<file path="src/rrsa_pkg.sv">
// Package for the rotate-right and set-all-ones execution slice.
package rrsa_pkg;

  // ----------------------------------------------------------------
  // Encodings and constants
  // ----------------------------------------------------------------
  localparam logic [5:0] RRSA_OPC_ROT_NC = 6'h10;
  localparam logic [6:0] RRSA_OPC_SET_ONES = 7'h34;
  localparam logic [7:0] RRSA_ALL_ONES = 8'hFF;
  localparam logic [7:0] RRSA_IDX_LIMIT = 8'h5F;
  localparam logic [7:0] RRSA_ACC_SPLIT = 8'h80;
  localparam logic [3:0] RRSA_ACC_HI_BANK = 4'hF;
  localparam logic [7:0] RRSA_RESET_BYTE = 8'h00;
  localparam int RRSA_OPC_HI = 15;
  localparam int RRSA_D_BIT = 9;
  localparam int RRSA_A_BIT = 8;

  // ----------------------------------------------------------------
  // Types
  // ----------------------------------------------------------------
  typedef enum logic [1:0] {
    RRSA_Q1 = 2'b00,
    RRSA_Q2 = 2'b01,
    RRSA_Q3 = 2'b11,
    RRSA_Q4 = 2'b10
  } rrsa_phase_t;

  typedef struct packed {
    logic en;
    logic to_file;
    logic [11:0] addr;
    logic [7:0] data;
  } rrsa_wr_t;

endpackage
</file>
<file path="src/rrsa_addr.sv">
// File register address former: access bank, banked and indexed offset.
`timescale 1ns/1ps
module rrsa_addr (
  // Instruction fields
  input wire logic [7:0] f_i,
  input wire logic a_i,
  // Core state
  input wire logic [3:0] bank_select_reg_i,
  input wire logic [11:0] index_base_i,
  input wire logic ext_set_i,
  // Result
  output logic [11:0] addr_o,
  output logic indexed_o
);
  wire idx_w = ext_set_i && !a_i && (f_i <= rrsa_pkg::RRSA_IDX_LIMIT); // RULE_04
  wire [11:0] acc_w = (f_i < rrsa_pkg::RRSA_ACC_SPLIT) ? {4'h0, f_i}
      : {rrsa_pkg::RRSA_ACC_HI_BANK, f_i}; // RULE_02
  wire [11:0] bank_w = {bank_select_reg_i, f_i}; // RULE_03
  wire [11:0] idx_addr_w = 12'(index_base_i + {4'h0, f_i}); // RULE_04

  assign indexed_o = idx_w;
  assign addr_o = idx_w ? idx_addr_w : (a_i ? bank_w : acc_w);
endmodule

</file>
<file path="src/rrsa_exec.sv">
// Execution slice for rotate-right-no-carry and set-all-ones instructions.
`timescale 1ns/1ps
// Behaviour
// RULE_01 - Set-all-ones writes FFh into the addressed file register.
// RULE_02 - Bank-access bit 0 selects the fixed access bank, bank select ignored.
// RULE_03 - Bank-access bit 1 uses the bank select register to choose the bank.
// RULE_04 - Extended set, bank bit 0, address up to 5Fh: indexed literal offset.
// RULE_05 - Rotate moves contents right one place, bit 0 into bit 7, carry kept.
// RULE_06 - Rotate with destination bit 0 writes working register, file unchanged.
// RULE_07 - Set-all-ones keeps flags, one cycle, writes in the fourth quarter.
module rrsa_exec (
  // Clock and reset
  input wire logic clock_i,
  input wire logic srst_i,
  // Instruction issue, one per instruction cycle, sampled in the first quarter
  input wire logic instr_valid_i,
  input wire logic [15:0] instr_i,
  // Core state
  input wire logic [3:0] bank_select_reg_i,
  input wire logic [11:0] index_base_i,
  input wire logic ext_set_i,
  input wire logic carry_i,
  // File register read port
  output logic [11:0] rd_addr_o,
  input wire logic [7:0] rd_data_i,
  // Write-back
  output rrsa_pkg::rrsa_wr_t wr_o,
  output logic carry_o,
  output logic flag_n_o,
  output logic flag_z_o,
  output logic flags_we_o,
  output rrsa_pkg::rrsa_phase_t phase_o,
  output logic busy_o
);

  // ----------------------------------------------------------------
  // Quarter phase sequencer
  // ----------------------------------------------------------------
  // The sequencer runs free from reset, so an instruction issued late waits for the next Q1.
  rrsa_pkg::rrsa_phase_t ph_q, ph_d;

  always_comb begin
    unique case (ph_q)
      rrsa_pkg::RRSA_Q1: ph_d = rrsa_pkg::RRSA_Q2;
      rrsa_pkg::RRSA_Q2: ph_d = rrsa_pkg::RRSA_Q3;
      rrsa_pkg::RRSA_Q3: ph_d = rrsa_pkg::RRSA_Q4;
      rrsa_pkg::RRSA_Q4: ph_d = rrsa_pkg::RRSA_Q1;
    endcase
  end

  always_ff @(posedge clock_i) begin
    if (srst_i) begin
      ph_q <= rrsa_pkg::RRSA_Q1;
    end else begin
      ph_q <= ph_d;
    end
  end

  assign phase_o = ph_q;

  // ----------------------------------------------------------------
  // Decode, captured in Q1
  // ----------------------------------------------------------------
  // Only the edge that ends Q1 takes an instruction; instr_i is ignored elsewhere.
  localparam int RRSA_TOP = rrsa_pkg::RRSA_OPC_HI;
  wire is_rot_w = instr_valid_i
      && (instr_i[RRSA_TOP:10] == rrsa_pkg::RRSA_OPC_ROT_NC);
  wire is_set_w = instr_valid_i
      && (instr_i[RRSA_TOP:9] == rrsa_pkg::RRSA_OPC_SET_ONES);
  wire q1_w = (ph_q == rrsa_pkg::RRSA_Q1);

  logic rot_q, set_q, dst_q;
  logic [11:0] addr_q;
  logic [11:0] addr_w;

  rrsa_addr rrsa_addr_i (
    .f_i(instr_i[7:0]),
    .a_i(instr_i[rrsa_pkg::RRSA_A_BIT]),
    .bank_select_reg_i(bank_select_reg_i),
    .index_base_i(index_base_i),
    .ext_set_i(ext_set_i),
    .addr_o(addr_w),
    .indexed_o()
  );

  always_ff @(posedge clock_i) begin
    if (srst_i) begin
      rot_q <= 1'b0;
      set_q <= 1'b0;
      dst_q <= 1'b0;
      addr_q <= 12'h000;
    end else if (q1_w) begin
      rot_q <= is_rot_w;
      set_q <= is_set_w;
      dst_q <= instr_i[rrsa_pkg::RRSA_D_BIT];
      addr_q <= addr_w;
    end
  end

  assign rd_addr_o = addr_q;
  assign busy_o = rot_q | set_q;

  // ----------------------------------------------------------------
  // Read in Q2, process in Q3
  // ----------------------------------------------------------------
  // The rotation works on the Q2 capture, so rd_data_i may change after Q2.
  logic [7:0] src_q;
  wire q2_w = (ph_q == rrsa_pkg::RRSA_Q2);
  wire q3_w = (ph_q == rrsa_pkg::RRSA_Q3);
  wire [7:0] rot_w = {src_q[0], src_q[7:1]}; // RULE_05
  wire [7:0] res_w = set_q ? rrsa_pkg::RRSA_ALL_ONES : rot_w; // RULE_01

  always_ff @(posedge clock_i) begin
    if (srst_i) begin
      src_q <= rrsa_pkg::RRSA_RESET_BYTE;
    end else if (q2_w) begin
      src_q <= rd_data_i;
    end
  end

  // ----------------------------------------------------------------
  // Write to destination in Q4
  // ----------------------------------------------------------------
  wire q4_w = (ph_q == rrsa_pkg::RRSA_Q4);
  // Write-back and flags are registered on the edge that ends Q3 and stand for all of Q4.
  wire wr_go_w = q3_w && (rot_q || set_q); // RULE_07
  wire to_file_w = set_q || dst_q; // RULE_06
  wire fl_we_w = q3_w && rot_q; // RULE_07
  rrsa_pkg::rrsa_wr_t wr_d, wr_q;
  logic fl_we_q, fl_n_q, fl_z_q;

  assign wr_d = '{en: wr_go_w, to_file: wr_go_w && to_file_w, addr: addr_q, data: res_w};

  always_ff @(posedge clock_i) begin
    if (srst_i) begin
      wr_q <= '0;
      fl_we_q <= 1'b0;
      fl_n_q <= 1'b0;
      fl_z_q <= 1'b0;
    end else begin
      wr_q <= wr_d;
      fl_we_q <= fl_we_w;
      fl_n_q <= rot_w[7]; // RULE_05
      fl_z_q <= (rot_w == 8'h00); // RULE_05
    end
  end

  assign wr_o = wr_q;
  assign flags_we_o = fl_we_q;
  assign flag_n_o = fl_n_q;
  assign flag_z_o = fl_z_q;
  assign carry_o = carry_i; // RULE_05

  // ----------------------------------------------------------------
  // Checks
  // ----------------------------------------------------------------
  // Most checks look at the registered outputs one edge after the cause; carry_keep_a and wr_phase_a check the same cycle, other_op_a three edges on.
  set_ones_a: assert property (@(posedge clock_i) disable iff (srst_i) // RULE_01
      q3_w && set_q |=> wr_o.en && wr_o.to_file && wr_o.data == rrsa_pkg::RRSA_ALL_ONES)
    else $error("set-all-ones did not write FFh");
  acc_bank_a: assert property (@(posedge clock_i) disable iff (srst_i) // RULE_02
      q1_w && !instr_i[rrsa_pkg::RRSA_A_BIT]
      && !(ext_set_i && instr_i[7:0] <= rrsa_pkg::RRSA_IDX_LIMIT)
      |=> addr_q[11:8] == (addr_q[7] ? rrsa_pkg::RRSA_ACC_HI_BANK : 4'h0)
      && addr_q[7:0] == $past(instr_i[7:0]))
    else $error("access bank address wrong");
  bank_sel_a: assert property (@(posedge clock_i) disable iff (srst_i) // RULE_03
      q1_w && instr_i[rrsa_pkg::RRSA_A_BIT]
      |=> addr_q == {$past(bank_select_reg_i), $past(instr_i[7:0])})
    else $error("banked address ignores bank select");
  idx_mode_a: assert property (@(posedge clock_i) disable iff (srst_i) // RULE_04
      q1_w && ext_set_i && !instr_i[rrsa_pkg::RRSA_A_BIT]
      && instr_i[7:0] <= rrsa_pkg::RRSA_IDX_LIMIT
      |=> addr_q == 12'($past(index_base_i) + {4'h0, $past(instr_i[7:0])}))
    else $error("indexed offset address wrong");
  rot_data_a: assert property (@(posedge clock_i) disable iff (srst_i) // RULE_05
      q2_w && rot_q ##1 q3_w |=> $past(rd_data_i, 2) == {wr_o.data[6:0], wr_o.data[7]})
    else $error("rotate result wrong");
  rot_wreg_a: assert property (@(posedge clock_i) disable iff (srst_i) // RULE_06
      q3_w && rot_q && !dst_q |=> wr_o.en && !wr_o.to_file)
    else $error("rotate to working register touched the file");
  set_flags_a: assert property (@(posedge clock_i) disable iff (srst_i) // RULE_07
      q3_w && set_q |=> !flags_we_o)
    else $error("set-all-ones changed flags");
  wr_phase_a: assert property (@(posedge clock_i) disable iff (srst_i) // RULE_07
      wr_o.en |-> q4_w && $past(ph_q, 3) == rrsa_pkg::RRSA_Q1)
    else $error("write outside fourth quarter");
  carry_keep_a: assert property (@(posedge clock_i) disable iff (srst_i) // RULE_05
      rot_q |-> carry_o == carry_i)
    else $error("carry disturbed");

  flags_rot_a: assert property (@(posedge clock_i) disable iff (srst_i) // RULE_05
      q3_w && rot_q |=> flags_we_o && flag_n_o == wr_o.data[7] && flag_z_o == (wr_o.data == 8'h00))
    else $error("rotate flags wrong");
  wr_addr_a: assert property (@(posedge clock_i) disable iff (srst_i) // RULE_01
      q3_w && (rot_q || set_q) |=> wr_o.addr == $past(rd_addr_o))
    else $error("write address differs from read address");
  phase_step_a: assert property (@(posedge clock_i) disable iff (srst_i) // RULE_07
      ph_q == rrsa_pkg::RRSA_Q1 |=> ph_q == rrsa_pkg::RRSA_Q2)
    else $error("quarter phase did not advance");
  other_op_a: assert property (@(posedge clock_i) disable iff (srst_i) // RULE_07
      q1_w && !(is_rot_w || is_set_w) |-> ##3 !wr_o.en)
    else $error("write without an accepted instruction");
  busy_hold_a: assert property (@(posedge clock_i) disable iff (srst_i) // RULE_07
      q1_w && (is_rot_w || is_set_w) |=> busy_o [*4])
    else $error("busy dropped inside the instruction cycle");
  late_issue_a: assert property (@(posedge clock_i) disable iff (srst_i) // RULE_07
      !q1_w |=> $stable(rot_q) && $stable(set_q))
    else $error("instruction taken outside the first quarter");
  rd_addr_hold_a: assert property (@(posedge clock_i) disable iff (srst_i) // RULE_02
      !q1_w |=> $stable(rd_addr_o))
    else $error("read address moved inside the instruction cycle");
  rst_clear_a: assert property (@(posedge clock_i) // RULE_07
      srst_i |=> !wr_o.en && !busy_o && ph_q == rrsa_pkg::RRSA_Q1)
    else $error("reset did not clear the slice");

  set_run_c: cover property (@(posedge clock_i) disable iff (srst_i)
      q3_w && set_q ##1 wr_o.en);
  rot_file_c: cover property (@(posedge clock_i) disable iff (srst_i)
      q3_w && rot_q && dst_q);
  rot_w_c: cover property (@(posedge clock_i) disable iff (srst_i)
      q3_w && rot_q && !dst_q);
  idx_c: cover property (@(posedge clock_i) disable iff (srst_i)
      q1_w && ext_set_i && !instr_i[8] && instr_i[7:0] <= 8'h5F && instr_valid_i);
  reset_mid_c: cover property (@(posedge clock_i) busy_o && srst_i);

endmodule

</file>
<file path="config.mk">
export PLATFORM = sky130hd
export DESIGN_NAME = rrsa_exec
export DESIGN_NICKNAME = d
export VERILOG_FILES = /design/src/rrsa_pkg.sv /design/src/rrsa_addr.sv /design/src/rrsa_exec.sv
export SDC_FILE = /design/constraint.sdc
export NUM_CORES = 1
export LEC_CHECK = 0
export BUFFER_PORTS_ARGS = -buffer_cell sky130_fd_sc_hd__buf_2
export CELL_PAD_IN_SITES_DETAIL_PLACEMENT = 0
export CELL_PAD_IN_SITES_GLOBAL_PLACEMENT = 1
export CORE_AREA = 4 4 91 93
export CTS_CLUSTER_DIAMETER = 120
export DETAILED_ROUTE_END_ITERATION = 7
export DIE_AREA = 0 0 95 97
export PLACE_DENSITY = 0.65
export SYNTH_ARGS = -nofsm -noshare
export SYNTH_HDL_FRONTEND = slang
export SYNTH_SLANG_ARGS = --single-unit
</file>
<file path="constraint.sdc">
create_clock -name clock_i -period 2.3 [get_ports clock_i]
set_input_delay 0.46 -clock clock_i [delete_from_list [all_inputs] [get_ports clock_i]]
set_output_delay 0.46 -clock clock_i [all_outputs]
set_load 0.005 [all_outputs]
</file>
# Word level (Yosys, flattened, before mapping)
# Index checks and enable logic that the tools add are counted.
[classes] addsub=1 n_lt_le_gt_ge=2 n_mux=5 bitwise=1 eq_ne=5 reduce_logical=12
[ops] cell="$mux W12" count=3
[ops] cell="$add A12 B8 Y12" count=1
[ops] cell="$le A8 B7 Y1 const B" count=1
[ops] cell="$logic_not A8 Y1" count=1
[ops] cell="$lt A8 B8 Y1 const B" count=1
[ops] cell="$mux W8" count=1
[ops] cell="$pmux W2 S4" count=1
[ops] cell="$eq A7 B6 Y1 const B" count=1
[ops] cell="$logic_and A1 B1 Y1" count=7
[ops] cell="$eq A6 B5 Y1 const B" count=1
[ops] cell="$eq A2 B2 Y1 const B" count=2
[ops] cell="$eq A2 B1 Y1 const B" count=1
[ops] cell="$logic_not A2 Y1" count=1
[ops] cell="$logic_or A1 B1 Y1" count=2
[ops] cell="$logic_not A1 Y1" count=1
[ops] cell="$or A1 B1 Y1" count=1
[totals] input_bits=45 out_inout_bits=41 reg_bits=50

# Depth between registers and ports, before layout
[logic_depth] depth_word=4 depth_mapped=9 ltp_nobuf=9

# Hierarchy
# A second synthesis with hierarchy kept.
[unflattened] cells_unflattened=273 hier_area_um2=2298.5
[modules_own_cells] module="rrsa_exec" area_each_um2=1692.9 n_inst=1 seq_area_each_um2=1001.0 cells_each=180
[modules_own_cells] module="rrsa_addr" area_each_um2=605.6 n_inst=1 seq_area_each_um2=0.0 cells_each=93

# Worst setup path after synthesis
# No wires, ideal clock.
[synth_path] kind="input to register" startpoint="in instr_i[1]" endpoint="reg addr_q[7], in the netlist rd_addr_o[7]" setup_ps=115 t_required_ps=2185 arrival_time_ps=1972 path_slack_ps=213 path_buffers=0 path_stages=7 cell_sequence="ha_1 > a21o_1 > and4_4 > o211a_1 > or3_1 > a311o_1 > o21a_1"
[synth_between] elab_chain_len=3 elab_cells_between_ends=4 classes_between="add/sub: 1; order compare: 1; mux: 1; reduce/logical: 1"
[synth_rtl] item="from (decl)" line_no="rrsa_exec.sv:17" source="input wire logic [15:0] instr_i,"
[synth_rtl] item="parallel branches: the longest is 2 deep, another holds $add A12 B8 Y12"
[synth_rtl] item="$mux W12 (*)" line_no="rrsa_addr.sv:22" source="assign addr_o = idx_w ? idx_addr_w : (a_i ? bank_w : acc_w);"
[synth_rtl] item="to (signal assigned)" line_no="rrsa_exec.sv:96" source="addr_q <= addr_w;"
[synth_rtl] item="to (decl)" line_no="rrsa_exec.sv:73" source="logic [11:0] addr_q;"
# Mark *: on every way between the ends.
# A chain may end at the register's enable or synchronous reset.

# Worst setup path after layout
[layout_path] startpoint="in instr_i[0]" endpoint="reg addr_q[8], in the netlist rd_addr_o[8]"
[layout_between] elab_chain_len=4 elab_cells_between_ends=7 classes_between="add/sub: 1; order compare: 2; mux: 3; reduce/logical: 1"
[layout_rtl] item="$lt A8 B8 Y1" line_no="rrsa_addr.sv:16" source="wire [11:0] acc_w = (f_i < rrsa_pkg::RRSA_ACC_SPLIT) ? {4'h0, f_i}"
[layout_rtl] item="$mux W12" line_no="rrsa_addr.sv:16"
[layout_rtl] item="$mux W12" line_no="rrsa_addr.sv:22"
[layout_rtl] item="$mux W12 (*)" line_no="rrsa_addr.sv:22"
# Every way passes the cells marked *; elsewhere a longest branch is shown, timed or not.

==> results.toml <==
[hold_path]
min_path_type = "input port to register"
min_to = "src_q[4]$_SDFFE_PP0P_"
min_from = "rd_data_i[4]"
hold_depth = 3

[worst_setup_path]
worst-path-max-fanout = 3
r2r-start = "phase_o[1]$_SDFF_PP0_"
arrival_ns = 2.14
critPathRequiredTime_ns = 2.46
start_kind = "input port"
r2r_slack_ns = 0.89
crit_type = "input port to register"
reg2reg_to = "rd_addr_o[8]$_SDFFE_PP0N_"
endpoint_kind = "register"
reg2regPathDepth = 5

[die]
die_h_um = 97
die_x_um = 95
dieArea_mm2 = 0.00922
num_rows = 32
io_pins = 86
core_region_area_mm2 = 0.00753
start_util_pct = 29.2

[timing]
rsz0062_at_grt = "no"
setup_viol = 0
maxSlewHeadroom_pct = 64.5
finClkSkew_ns = 0.00269
final_max_slew_viol_count = 0
fin_crit_sh_pct = 85.7
hold_violations = 0
tightest_slew_ns = 0.533
timing.fmax_ghz = 0.507
finalCriticalPeriod_ns = 1.97
setup_tns_ns = 0

[routing]
wl_per_cell_um = 11.9
drt_first_iter_violations = 52
drt.antenna.violating_nets = 0
drc = 0
vias = 1881
drt-total-wl_um = 5070
viasPerCell = 4.41
drt_pre_antenna_iters = 4

[logic_synthesis]
synth_cell_types = 39
synth_area_leaders = "dfxtp_1, nor2_1, ha_1"
synth_common_cells = "dfxtp_1, nor2_1, a21oi_1"
synthArstFlopShare_pct = 0
ys_seq_area_share_pct = 45.5
syn-cell-area_mm2 = 0.00220
synth_top_area_share_pct = 45.5
netlist_instances = 252
synth_edf_count = 0
syn_nets = 306
avgSynthCellArea_um2 = 8.72
yosysTopAreaCell = "dfxtp_1"
yosysWarnings = 0
synthFlopType = "dfxtp_1"
synth.most_common_cell = "dfxtp_1"
ys_ff_latch = 50

[finish]
antenna_cells = 0
area_growth_pct = 26.9
nFillCells = 827
finalNetCount = 378
post_route_cells_drive_above_1_share_pct = 31.1
final_cell_count_no_fill = 427

[clock_tree]
tritoncts = "built"
cts_resized = 0
cts_hold_buffers = 0
numClockSinks = 50
h-tree-depth = 2
cts_root_buf = "clkbuf_8"
cts_setup_buffers = 0
clk_latency_ns = 0.29
cts.clk_slew.worst_paths_ns = 0.09
cts_max_path_buffers = 2
cts_buffers = 5

[grt]
overflow = 0
track_usage_pct = 11.3
grt_first_pass_wirelength_um = 8330
first_global_vias = 1821
grt_max_degree = 30
antenna_found_initial = 0

[place]
gp_congestion = 0.844
hpwl_um = 4090
placed_cells = 419
port_buffers = 83

[pwr]
p_total_mw = 2.00
leakagePower_nw = 1.34
max-vdd-ir-drop_v = 0.000375
p_per_area_mw_per_mm2 = 718

[run_status]
status = "complete, no violations"

[run]
maxCapViolations = 0
flip-flops by register name (all words and copies together) (netlist names):
signal and cells:
src_q 8, rd_addr_o 12, rot_q 1, set_q 1
dst_q 1, flag_z_o 1, flags_we_o 1, phase_o 2
wr_o 22, flag_n_o 1
kinds of logic after synthesis:
| family | share of synthesized area, % |
|---|---|
| simple gates | 22.9 |
| flops | 45.5 |
| compound gates | 11.8 |
| buf+inv | 7.34 |
| mux | 4.55 |
| fa+ha+maj | 5.46 |
| xor+xnor | 2.39 |
critical path, cell delays in order:
cell and delay [ns]:
buf_2 0.11, ha_1 0.21, inv_1 0.07, fa_1 0.19, nand2b_1 0.14, a21oi_1 0.07
a211oi_1 0.43, o21ai_0 0.20, xnor2_1 0.17, o32ai_1 0.10
metrics by stage:
step | hold slack [ns] | setup WS [ns] | utilization [%] | instance area, um2
4_1_cts | 0.396 | 0.337 | 37.1 | 2790
3_3_place_gp | 0.440 | 0.0281 | 35.2 | 2650
2_1_floorplan | 0.417 | 0.213 | - | 2200
6_report | 0.405 | 0.329 | 37.1 | 2790
5_1_grt | 0.401 | 0.158 | 37.1 | 2790
3_5_place_dp | 0.441 | 0.0244 | 35.2 | 2650
final cells by class:
type	instances	area (um2)	share of cell area, %
well taps	102	128	4.57
multi-input cells	172	1040	37.1
clock inverters	2	60.1	2.15
repair buffers	89	460	16.5
flip-flops and latches	50	1000	35.9
clock buffers	6	82.6	2.96
inverters	6	22.5	0.807
layout by cell type (no fill, tap or decap), types with 6 or more instances in the layout:
master	synthesis	layout
buf_4	13	6
dfxtp_1	50	50
a21oi_1	17	17
o21ai_0	7	7
mux2i_1	10	10
ha_1	8	8
nor2_1	43	43
nand2_1	15	15
nor3_1	10	10
clkbuf_8	0	6
nor2b_1	15	15
inv_1	6	6
buf_2	0	83
per-layer routing:
metal / GRT usage, % / up-vias / part of all wire (%)
met5: 0 / - / 0
met4: 3.66 / 0 / 1.4
met3: 3.97 / 7 / 8.8
met2: 18.2 / 69 / 45
met1: 13.9 / 823 / 44
li1: - / 982 / -
power breakdown:
part	total, mW	switching [mW]	internal (mW)	leakage (nW)
logic	0.318	0.165	0.154	0.856
registers	0.946	0.0263	0.919	0.410
clock network	0.739	0.275	0.464	0.0714
total	2.00	0.466	1.54	1.34
worst max-delay path by stage:
| stage | startpoint | to | slack [ns] | depth (start not counted) |
|---|---|---|---|---|
| 4_1_cts | instr_i[0] | rd_addr_o[8]$_SDFFE_PP0N_ | 0.34 | 10 |
| 3_5_place_dp | instr_i[1] | rd_addr_o[7]$_SDFFE_PP0N_ | 0.02 | 8 |
| 6_report | instr_i[0] | rd_addr_o[8]$_SDFFE_PP0N_ | 0.33 | 10 |
| 3_3_place_gp | instr_i[1] | rd_addr_o[7]$_SDFFE_PP0N_ | 0.03 | 8 |
| 2_1_floorplan | instr_i[1] | rd_addr_o[7]$_SDFFE_PP0N_ | 0.21 | 7 |
| 5_1_grt | instr_i[0] | rd_addr_o[10]$_SDFFE_PP0N_ | 0.16 | 10 |
(Power assumes the default switching activity.)
